$ cat config.mk
export PLATFORM = sky130hd
export DESIGN_NAME = addand_bitclear_skip_exec
export DESIGN_NICKNAME = d
export VERILOG_FILES = /design/src/rtl/exec_pkg.sv /design/src/rtl/addand_bitclear_skip_exec.sv
export SDC_FILE = /design/constraint.sdc
export NUM_CORES = 2
export LEC_CHECK = 0
export BUFFER_PORTS_ARGS = -buffer_cell sky130_fd_sc_hd__buf_2
export CAP_MARGIN = 30
export CORE_ASPECT_RATIO = 2
export CORE_UTILIZATION = 30
export CTS_BUF_LIST = sky130_fd_sc_hd__clkbuf_2 sky130_fd_sc_hd__clkbuf_4 sky130_fd_sc_hd__clkbuf_8
export CTS_CLUSTER_SIZE = 12
export DETAILED_ROUTE_END_ITERATION = 7
export GPL_TIMING_DRIVEN = 0
export SKIP_CTS_REPAIR_TIMING = 1
export SLEW_MARGIN = 20
export SYNTH_ARGS = -nofsm -noshare
export SYNTH_HDL_FRONTEND = slang
export SYNTH_SLANG_ARGS = --single-unit
$ cat constraint.sdc
create_clock -name clk -period 8 [get_ports clk]
set_clock_uncertainty 0.05 [all_clocks]
set_input_delay 0 -clock clk [delete_from_list [all_inputs] [get_ports clk]]
set_output_delay 0 -clock clk [all_outputs]
set_load 0.02 [all_outputs]
$ cat src/rtl/exec_pkg.sv
// Constants for the add/and/bit-clear/bit-test execution block.
// Assumes a 14-bit instruction word and an 8-bit data path.
package exec_pkg;
    localparam int INSTR_W = 14;
    localparam int DATA_W = 8;
    localparam int FADDR_W = 7;
    localparam int BSEL_W = 3;
    localparam int SW_ADDR_W = 8;

    // Instruction field positions
    localparam int F_LSB = 0;
    localparam int D_POS = 7;
    localparam int B_LSB = 7;
    localparam int OP6_LSB = 8;
    localparam int OP4_LSB = 10;

    // Opcode high bits
    localparam logic [5:0] OP_ADD = 6'h07;
    localparam logic [5:0] OP_AND = 6'h05;
    localparam logic [3:0] OP_CLEAR = 4'h4;
    localparam logic [3:0] OP_TEST = 4'h6;

    // Destination select values
    localparam logic DEST_ACC = 1'b0;
    localparam logic DEST_REG = 1'b1;

    // Software port map: 8'h00..8'h7f reach data memory
    localparam logic [7:0] SW_ACC = 8'h80;
    localparam logic [7:0] SW_FLAGS = 8'h81;
    localparam int FLAG_C = 0;
    localparam int FLAG_DC = 1;
    localparam int FLAG_Z = 2;

    // Values after reset
    localparam logic [7:0] ACC_RST = 8'h00;
    localparam logic [7:0] LATCH_RST = 8'h00;
    localparam logic [7:0] RDATA_RST = 8'h00;

    // Cycles taken by a bit test whose skip is taken
    localparam int SKIP_CYCLES = 2;

    typedef enum logic [1:0] {
        ST_EXEC = 2'b01,
        ST_SKIP = 2'b10
    } state_t;

    typedef enum logic [2:0] {
        OP_NONE_T,
        OP_ADD_T,
        OP_AND_T,
        OP_CLEAR_T,
        OP_TEST_T
    } op_t;
endpackage : exec_pkg

$ cat src/rtl/addand_bitclear_skip_exec.sv
// Execution of four instructions: add and AND of the accumulator with a
// data-memory register, clear of one register bit, and bit test with skip.
// Assumes the fetch path presents one instruction per valid cycle and
// that software uses the plain port only to load and observe state.
//
// Overview of operation
// - AND accumulator with register, update zero flag
// - Destination bit: 0 accumulator, 1 register
// - Seven-bit register address, three-bit bit select
// - Bit clear touches one bit, no flags
// - Bit test skips next when bit zero
// - Skip turns fetched instruction into idle slot
// - Port write-back reads pins, not latch
module addand_bitclear_skip_exec #(
    parameter logic [exec_pkg::FADDR_W-1:0] PORT_ADDR = 7'h06
) (
    input wire logic clk,
    input wire logic arst_n,
    input wire logic instr_valid,
    input wire logic [exec_pkg::INSTR_W-1:0] instr,
    input wire logic [exec_pkg::DATA_W-1:0] pin_levels,
    input wire logic [exec_pkg::SW_ADDR_W-1:0] sw_addr,
    input wire logic [exec_pkg::DATA_W-1:0] sw_wdata,
    input wire logic sw_write,
    input wire logic sw_read,
    output logic [exec_pkg::DATA_W-1:0] sw_rdata,
    output logic [exec_pkg::DATA_W-1:0] accumulator,
    output logic [exec_pkg::DATA_W-1:0] port_latch,
    output logic carry,
    output logic nibble_overflow_bit,
    output logic zero,
    output logic skip_slot
);
    import exec_pkg::*;

    localparam int DEPTH = 1 << FADDR_W;

    function automatic op_t decode_op(input logic [INSTR_W-1:0] word);
        op_t op;
        op = OP_NONE_T;
        if (word[INSTR_W-1 -: 6] == OP_ADD) begin
            op = OP_ADD_T;
        end else if (word[INSTR_W-1 -: 6] == OP_AND) begin
            op = OP_AND_T;
        end else if (word[INSTR_W-1 -: 4] == OP_CLEAR) begin
            op = OP_CLEAR_T;
        end else if (word[INSTR_W-1 -: 4] == OP_TEST) begin
            op = OP_TEST_T;
        end
        return op;
    endfunction : decode_op

    logic [DATA_W-1:0] data_mem [DEPTH];
    state_t state;
    state_t next_state;
    logic [DATA_W-1:0] next_accumulator;
    logic [DATA_W-1:0] next_port_latch;
    logic [DATA_W-1:0] next_sw_rdata;
    logic next_carry;
    logic next_nibble_overflow_bit;
    logic next_zero;

    logic mem_we;
    logic [FADDR_W-1:0] mem_waddr;
    logic [DATA_W-1:0] mem_wdata;

    op_t op;
    logic exec;
    logic dest;
    logic [FADDR_W-1:0] reg_addr;
    logic [BSEL_W-1:0] bit_sel;
    logic [DATA_W-1:0] bit_mask;
    logic writes_reg;
    logic [DATA_W-1:0] operand;
    logic [DATA_W:0] sum;
    logic [4:0] low_sum;
    logic [DATA_W-1:0] result;

    // Operand fetch and arithmetic
    always_comb begin
        op = decode_op(instr);
        // A fetched word is dropped while the idle slot runs
        exec = instr_valid && (state == ST_EXEC);
        dest = instr[D_POS];
        reg_addr = instr[F_LSB +: FADDR_W];
        bit_sel = instr[B_LSB +: BSEL_W];
        bit_mask = 8'h01 << bit_sel;
        writes_reg = (op == OP_CLEAR_T)
            || ((op == OP_ADD_T || op == OP_AND_T) && dest == DEST_REG);
        operand = data_mem[reg_addr];
        // Read-modify-write of the port sees the pins, so an input pin
        // held low by the outside writes back a zero
        if (writes_reg && reg_addr == PORT_ADDR) begin
            operand = pin_levels;
        end
        sum = {1'b0, accumulator} + {1'b0, operand};
        low_sum = {1'b0, accumulator[3:0]} + {1'b0, operand[3:0]};
        result = accumulator & operand;
        if (op == OP_ADD_T) begin
            result = sum[DATA_W-1:0];
        end else if (op == OP_CLEAR_T) begin
            result = operand & ~bit_mask;
        end
    end

    // Next-state of accumulator, flags, memory and sequencing
    always_comb begin
        next_state = state;
        next_accumulator = accumulator;
        next_carry = carry;
        next_nibble_overflow_bit = nibble_overflow_bit;
        next_zero = zero;
        next_port_latch = port_latch;
        next_sw_rdata = RDATA_RST;
        mem_we = 1'b0;
        mem_waddr = sw_addr[FADDR_W-1:0];
        mem_wdata = sw_wdata;

        // Software port: load and observe
        if (sw_write) begin
            if (sw_addr < SW_ACC) begin
                mem_we = 1'b1;
            end else if (sw_addr == SW_ACC) begin
                next_accumulator = sw_wdata;
            end else if (sw_addr == SW_FLAGS) begin
                next_carry = sw_wdata[FLAG_C];
                next_nibble_overflow_bit = sw_wdata[FLAG_DC];
                next_zero = sw_wdata[FLAG_Z];
            end
        end
        if (sw_read) begin
            if (sw_addr < SW_ACC) begin
                next_sw_rdata = data_mem[sw_addr[FADDR_W-1:0]];
            end else if (sw_addr == SW_ACC) begin
                next_sw_rdata = accumulator;
            end else if (sw_addr == SW_FLAGS) begin
                next_sw_rdata = {5'h00, zero, nibble_overflow_bit, carry};
            end
        end

        unique case (state)
            ST_EXEC: begin
                // An instruction in the same cycle overrides software
                if (exec && op != OP_NONE_T && op != OP_TEST_T) begin
                    if (writes_reg) begin
                        mem_we = 1'b1;
                        mem_waddr = reg_addr;
                        mem_wdata = result;
                    end else begin
                        next_accumulator = result;
                    end
                end
                if (exec && (op == OP_ADD_T || op == OP_AND_T)) begin
                    next_zero = (result == 8'h00);
                end
                if (exec && op == OP_ADD_T) begin
                    next_carry = sum[DATA_W];
                    next_nibble_overflow_bit = low_sum[4];
                end
                if (exec && op == OP_TEST_T && !operand[bit_sel]) begin
                    next_state = ST_SKIP;
                end
            end
            ST_SKIP: begin
                // Second cycle of a taken skip: an idle operation
                next_state = ST_EXEC;
            end
        endcase

        if (mem_we && mem_waddr == PORT_ADDR) begin
            next_port_latch = mem_wdata;
        end
    end

    always_ff @(posedge clk or negedge arst_n) begin
        if (!arst_n) begin
            state <= ST_EXEC;
            accumulator <= ACC_RST;
            carry <= 1'b0;
            nibble_overflow_bit <= 1'b0;
            zero <= 1'b0;
            port_latch <= LATCH_RST;
            sw_rdata <= RDATA_RST;
        end else begin
            state <= next_state;
            accumulator <= next_accumulator;
            carry <= next_carry;
            nibble_overflow_bit <= next_nibble_overflow_bit;
            zero <= next_zero;
            port_latch <= next_port_latch;
            sw_rdata <= next_sw_rdata;
        end
    end

    // Data memory has no reset; software loads it before use
    always_ff @(posedge clk) begin
        if (mem_we) begin
            data_mem[mem_waddr] <= mem_wdata;
        end
    end

    assign skip_slot = state[1];

    logic quiet_sw;
    assign quiet_sw = !sw_write;
endmodule : addand_bitclear_skip_exec

; ---- After elaboration in Yosys (flattened, before gate mapping)
; Memory sizes are Yosys's and may differ from the RTL's.
; Index checks and enable logic that the tools add are counted.
; Widths: inputs -> output; s select.
[word_totals]
ramBits = 1024
out_inout_bits = 28
word_cells = 99
in_bits = 43
rom_bits = 0
latchBits = 0
ff_bits = 29
memories = 1
[memory_table]
columns = memory, words, word_bits, rd, rd_clocked_by_memory_dff, wr, line_no
row1 = data_mem, 128, 8, 2, 0, 1, addand_bitclear_skip_exec.sv:53  ; logic [DATA_W-1:0] data_mem [DEPTH];
[op_classes]
n_addsub = 2
n_mul = 0
n_bitwise = 3
n_div = 0
shifts = 1
n_eq_ne = 16
order_cmp = 2
reduce_logical = 15
n_mux = 52
[ops]
columns = cell, n
row1 = $mux 8, 15
row2 = $mux 1, 26
row3 = $mux 7, 3
row4 = $and 8x8->8, 2
row5 = $eq 8x8->1 const B, 2
row6 = $mux 3, 5
row7 = $eq 7x3->1 const B, 2
row8 = $eq 6x3->1 const B, 2
row9 = $logic_and 1x1->1, 10
row10 = $add 8x8->9, 1
row11 = $eq 4x3->1 const B, 2
row12 = $logic_not 8->1, 1
row13 = $lt 8x8->1 const B, 1
row14 = $not 8->8, 1
row15 = $shl 1x3->8 const A, 1
row16 = $eq 3x2->1 const B, 2
row17 = $add 4x4->5, 1
row18 = $lt 3x4->1 const B, 1
row19 = $pmux 2 s2, 1
row20 = $bmux 1 s3, 1
row21 = $eq 3x1->1 const B, 1
row22 = $eq 3x3->1 const B, 1
row23 = $ne 3x3->1 const B, 1
row24 = $reduce_bool 3->1, 1
row25 = other kinds (6), 7

; ---- Logic depth before layout (Yosys ltp)
[logic_depth]
depth_word = 17
mapped_depth = 23
ltp_nobuf = 19

; ---- Worst setup path after synthesis
; Ideal clock, no wire load.
[synth_timing]
path_kind = input port to flip-flop
startpoint = in instr[0] (netlist name)
endpoint = mem data_mem[0][7] (data pin)
arrival_time_ps = 6626
setup_ps = 897
slack_ps = 427
t_required_ps = 7053
path_buffers = 6
cell_stages = 21
path_cell_list = buf_6 -> buf_8 -> buf_8 -> buf_8 -> buf_6 -> buf_4 -> mux2i_1 -> o22ai_1 -> o31ai_1 -> nor4_1 -> a211oi_2 -> inv_1 -> ha_1 -> a21o_1 -> a21oi_1 -> o21bai_1 -> a21oi_1 -> o21ai_0 -> xor2_1 -> a21oi_1 -> a21oi_1
[synth_via]
elab_chain_len = 9
word_cells_on_any_way = 12
cone_classes = add/sub (1) / eq/ne (1) / mux (6) / bitwise (2) / reduce/logical (1) / memory (1)
[synth_lines]
columns = item, line_no
row1 = "start, declared", addand_bitclear_skip_exec.sv:20  ; input wire logic [exec_pkg::INSTR_W-1:0] instr,
row2 = "parallel branches: the longest is 2 deep, another holds $mem_v2 128x8", -
row3 = $mux 8 *, addand_bitclear_skip_exec.sv:93  ; if (writes_reg && reg_addr == PORT_ADDR) begin
row4 = "parallel branches: the longest is 2 deep, another holds $add 8x8->9", -
row5 = $mux 8 *, addand_bitclear_skip_exec.sv:99  ; if (op == OP_ADD_T) begin
row6 = $mux 8 *, addand_bitclear_skip_exec.sv:145  ; if (writes_reg) begin
row7 = $mux 8 *, addand_bitclear_skip_exec.sv:144  ; if (exec && op != OP_NONE_T && op != OP_TEST_T) begin
row8 = $mux 8 *, addand_bitclear_skip_exec.sv:141  ; unique case (state)
row9 = net mem_wdata[7], addand_bitclear_skip_exec.sv:65  ; logic [DATA_W-1:0] mem_wdata;
row10 = "end, declared", addand_bitclear_skip_exec.sv:53
; Mark *: on every way through the listed nets, which the timed path passes.

; ---- Worst setup path in the final report
[layout_timing]
startpoint = in instr[1] (netlist name)
endpoint = mem data_mem[53][5] (data pin)
; The elaborated chain is that of the path after synthesis.

==> flow_summary.toml <==
[global_route]
antenna_found_initial = 25
grt_pass1_vias = 33400
grt_max_degree = 130
grt_pass1_wl_mm = 331
grt-ovfl-total = 0
grt_usage_pct = 30.4

[critical_path]
cp_data_required_time_ns = 8.65
path_class = "in2reg"
crit_fanout = 32
cp-start-kind = "primary input"
endpoint_kind = "flop"
arrival_ns = 7.72

[floorplanning]
rows = 212
die_x_um = 291
core_area_um2 = 167000
io_pins = 71
start_util_pct = 30.2
die-area_um2 = 169000
die_h_um = 581

[finish]
finish.utilization_pct = 35.4
instances_no_fill = 5314
stdcell_area_um2 = 59000
fin_nets = 3098
area_growth_pct = 17.4
final_layout_size_suffix_gt1_share_pct = 39.4

[status]
status = "complete, but fails checks"
violations = "design-rule violations, negative hold slack"

[sta]
max_freq_ghz = 0.141
final_max_slew_viol_count = 0
setup_slack_ns = 0.931
rsz0062_at_grt = "false"
holdWs_ns = -0.0644
finalHoldViolCount = 2
relSlewSlack_pct = 26.2
worstMarginPinSlew_ns = 1.11
fin_crit_ns = 7.07
fin_crit_sh_pct = 88.4
setup_tns_ns = 0
setup_viol = 0

[synthesis]
synthDistinctLibCells = 74
synth_area_per_cell_um2 = 19.1
synthTopCellsByArea = "edfxtp_1 61%, mux4_2 24%, mux2i_1 2.6%"
synth-seq-cells = 1053
synth_common_cells = "1024 x edfxtp_1, 540 x mux4_2, 152 x nor2_1"
syn_nets = 2685
yosysTopAreaCellShare_pct = 61.2
yosysSeqAreaShare_pct = 62.6
syn_inst = 2632
synth_edf_count = 1024
synth_top_area_cell = "edfxtp_1"
synth_ff_type = "edfxtp_1"
async_reset_ff_share_pct = 2.75
yosysWarnings = 0
synth.most_common_cell = "edfxtp_1"
synth_area_um2 = 50300

[min_path]
hold_path_class = "in2reg"

[routing]
avgViaCountPerCell = 6.42
drt_iter0_drc = 5064
route.detailed.drc = 6
ant_nets = 0
drt_wl_total_mm = 259
first_pass_iters = 8
vias = 34100
avgRoutedWirePerCell_um = 48.7

[clock_tree]
cts_root_buffer = "clkbuf_8"
cts_max_level = 4
path_clk_slew_ns = 0.06
clockBufferDepth = 4
cts_buffers = 151
clk_latency_ns = 0.95
cts_tree = "yes"
cts.sinks = 1053

[placed_design]
routabilityCongestion = 1.08
place_area_um2 = 55500
pre_cts_ws_ns = 0.497
placed_cells = 4974
hpwl_mm = 188
port-buffer-count = 62

[run]
cap_violations = 0

[power]
p_total_mw = 12.3
leakagePower_nw = 19.1
power_density_nw_per_um2 = 209
peakVddDrop_mv = 0.105
==> state kept, by name, indices dropped and copies added, names as in the netlist <==
name and count:
data_mem 1024, state 2, zero 1, carry 1, port_latch 8, nibble_overflow_bit 1
accumulator 8, sw_rdata 8
==> worst paths after layout <==
check / start / endpoint / slack (ns) / cells after the start
setup / recovery: instr[1] / data_mem[53][5]$_DFFE_PP_ / 0.93 / 21
hold / removal: instr[10] / accumulator[7]$_DFF_PN0_ / -0.06 / 5
setup reg to reg: data_mem[99][0]$_DFFE_PP_ / data_mem[86][6]$_DFFE_PP_ / 1.72 / 18
hold reg to reg: port_latch[7]$_DFFE_PN0P_ / port_latch[7]$_DFFE_PN0P_ / 0.46 / 1
max in group asynchronous: arst_n / sw_rdata[2]$_DFF_PN0_ / 7.60 / 4
min in group asynchronous: arst_n / port_latch[1]$_DFFE_PN0P_ / 0.07 / 4
==> layout by cell type, fill, tap and decap left out, types with 13 or more instances in the layout <==
cell / count
diode_2: 29
buf_6: 29
clkbuf_2: 65
o22ai_1: 40
nor2_1: 115
dlygate4sd3_1: 46
a21oi_1: 35
clkinv_2: 17
nor2b_1: 13
clkbuf_1: 33
mux2i_1: 132
inv_1: 14
clkbuf_8: 157
buf_2: 126
dfrtp_1: 28
o21ai_0: 37
a22oi_1: 45
buf_8: 14
nor2_2: 37
clkinv_1: 36
a211oi_1: 20
buf_16: 29
nand3_1: 20
nor3_1: 18
buf_12: 19
clkbuf_4: 31
and2_1: 15
buf_4: 91
nand2_1: 92
mux4_2: 540
mux2_2: 33
edfxtp_1: 1024
==> report_power, final <==
group / leakage [nW] / switching (mW) / internal [mW]
logic: 7.99 / 1.18 / 0.594
clock network: 1.48 / 2.25 / 2.15
registers: 9.59 / 0.0369 / 6.10
total: 19.1 / 3.47 / 8.85
==> kinds of logic after synthesis <==
family,Yosys count,synth area share (%)
AOI/OAI and AO/OA,267,3.71
muxes,709,27.7
buffers and inverters,215,2.23
adders and majority gates,10,0.264
and+or+nand+nor,371,3.38
DFF,1053,62.6
xor gates and xnor gates,7,0.122
==> critical path: stages <==
cell and delay [ns]:
buf_2 0.16, buf_2 0.38, buf_2 0.73, buf_2 0.85, buf_2 0.88, mux2i_1 0.38
nor2_1 0.07, nor3_1 0.59, nor4_2 0.20, a211oi_2 0.49, inv_1 0.14, ha_1 0.30
a21o_1 0.18, a21oi_1 0.30, o21bai_1 0.13, a21oi_1 0.27, xnor2_1 0.19, a21oi_1 0.19
o21ai_4 0.74, buf_16 0.24, buf_16 0.19
==> area by class of cell <==
type / instances / area, um^2
Antenna cell: 29 / 72.6
Buffer: 200 / 1170
Clock buffer: 187 / 2390
Clock inverter: 66 / 454
Fill cell: 15600 / 108000
Inverter: 15 / 56.3
Multi-Input combinational cell: 1364 / 17900
Sequential cell: 1053 / 31500
Tap cell: 2140 / 2680
Timing Repair Buffer: 260 / 2810
==> per-layer routing <==
layer	track usage [%]	vias to the layer above	wire length, um
li1	-	12100	-
met1	27.8	17900	71000
met2	50.3	2859	126000
met3	8.82	1215	25100
met4	35.4	10	36400
met5	0	-	56
Power figures use the tool's default switching activity.
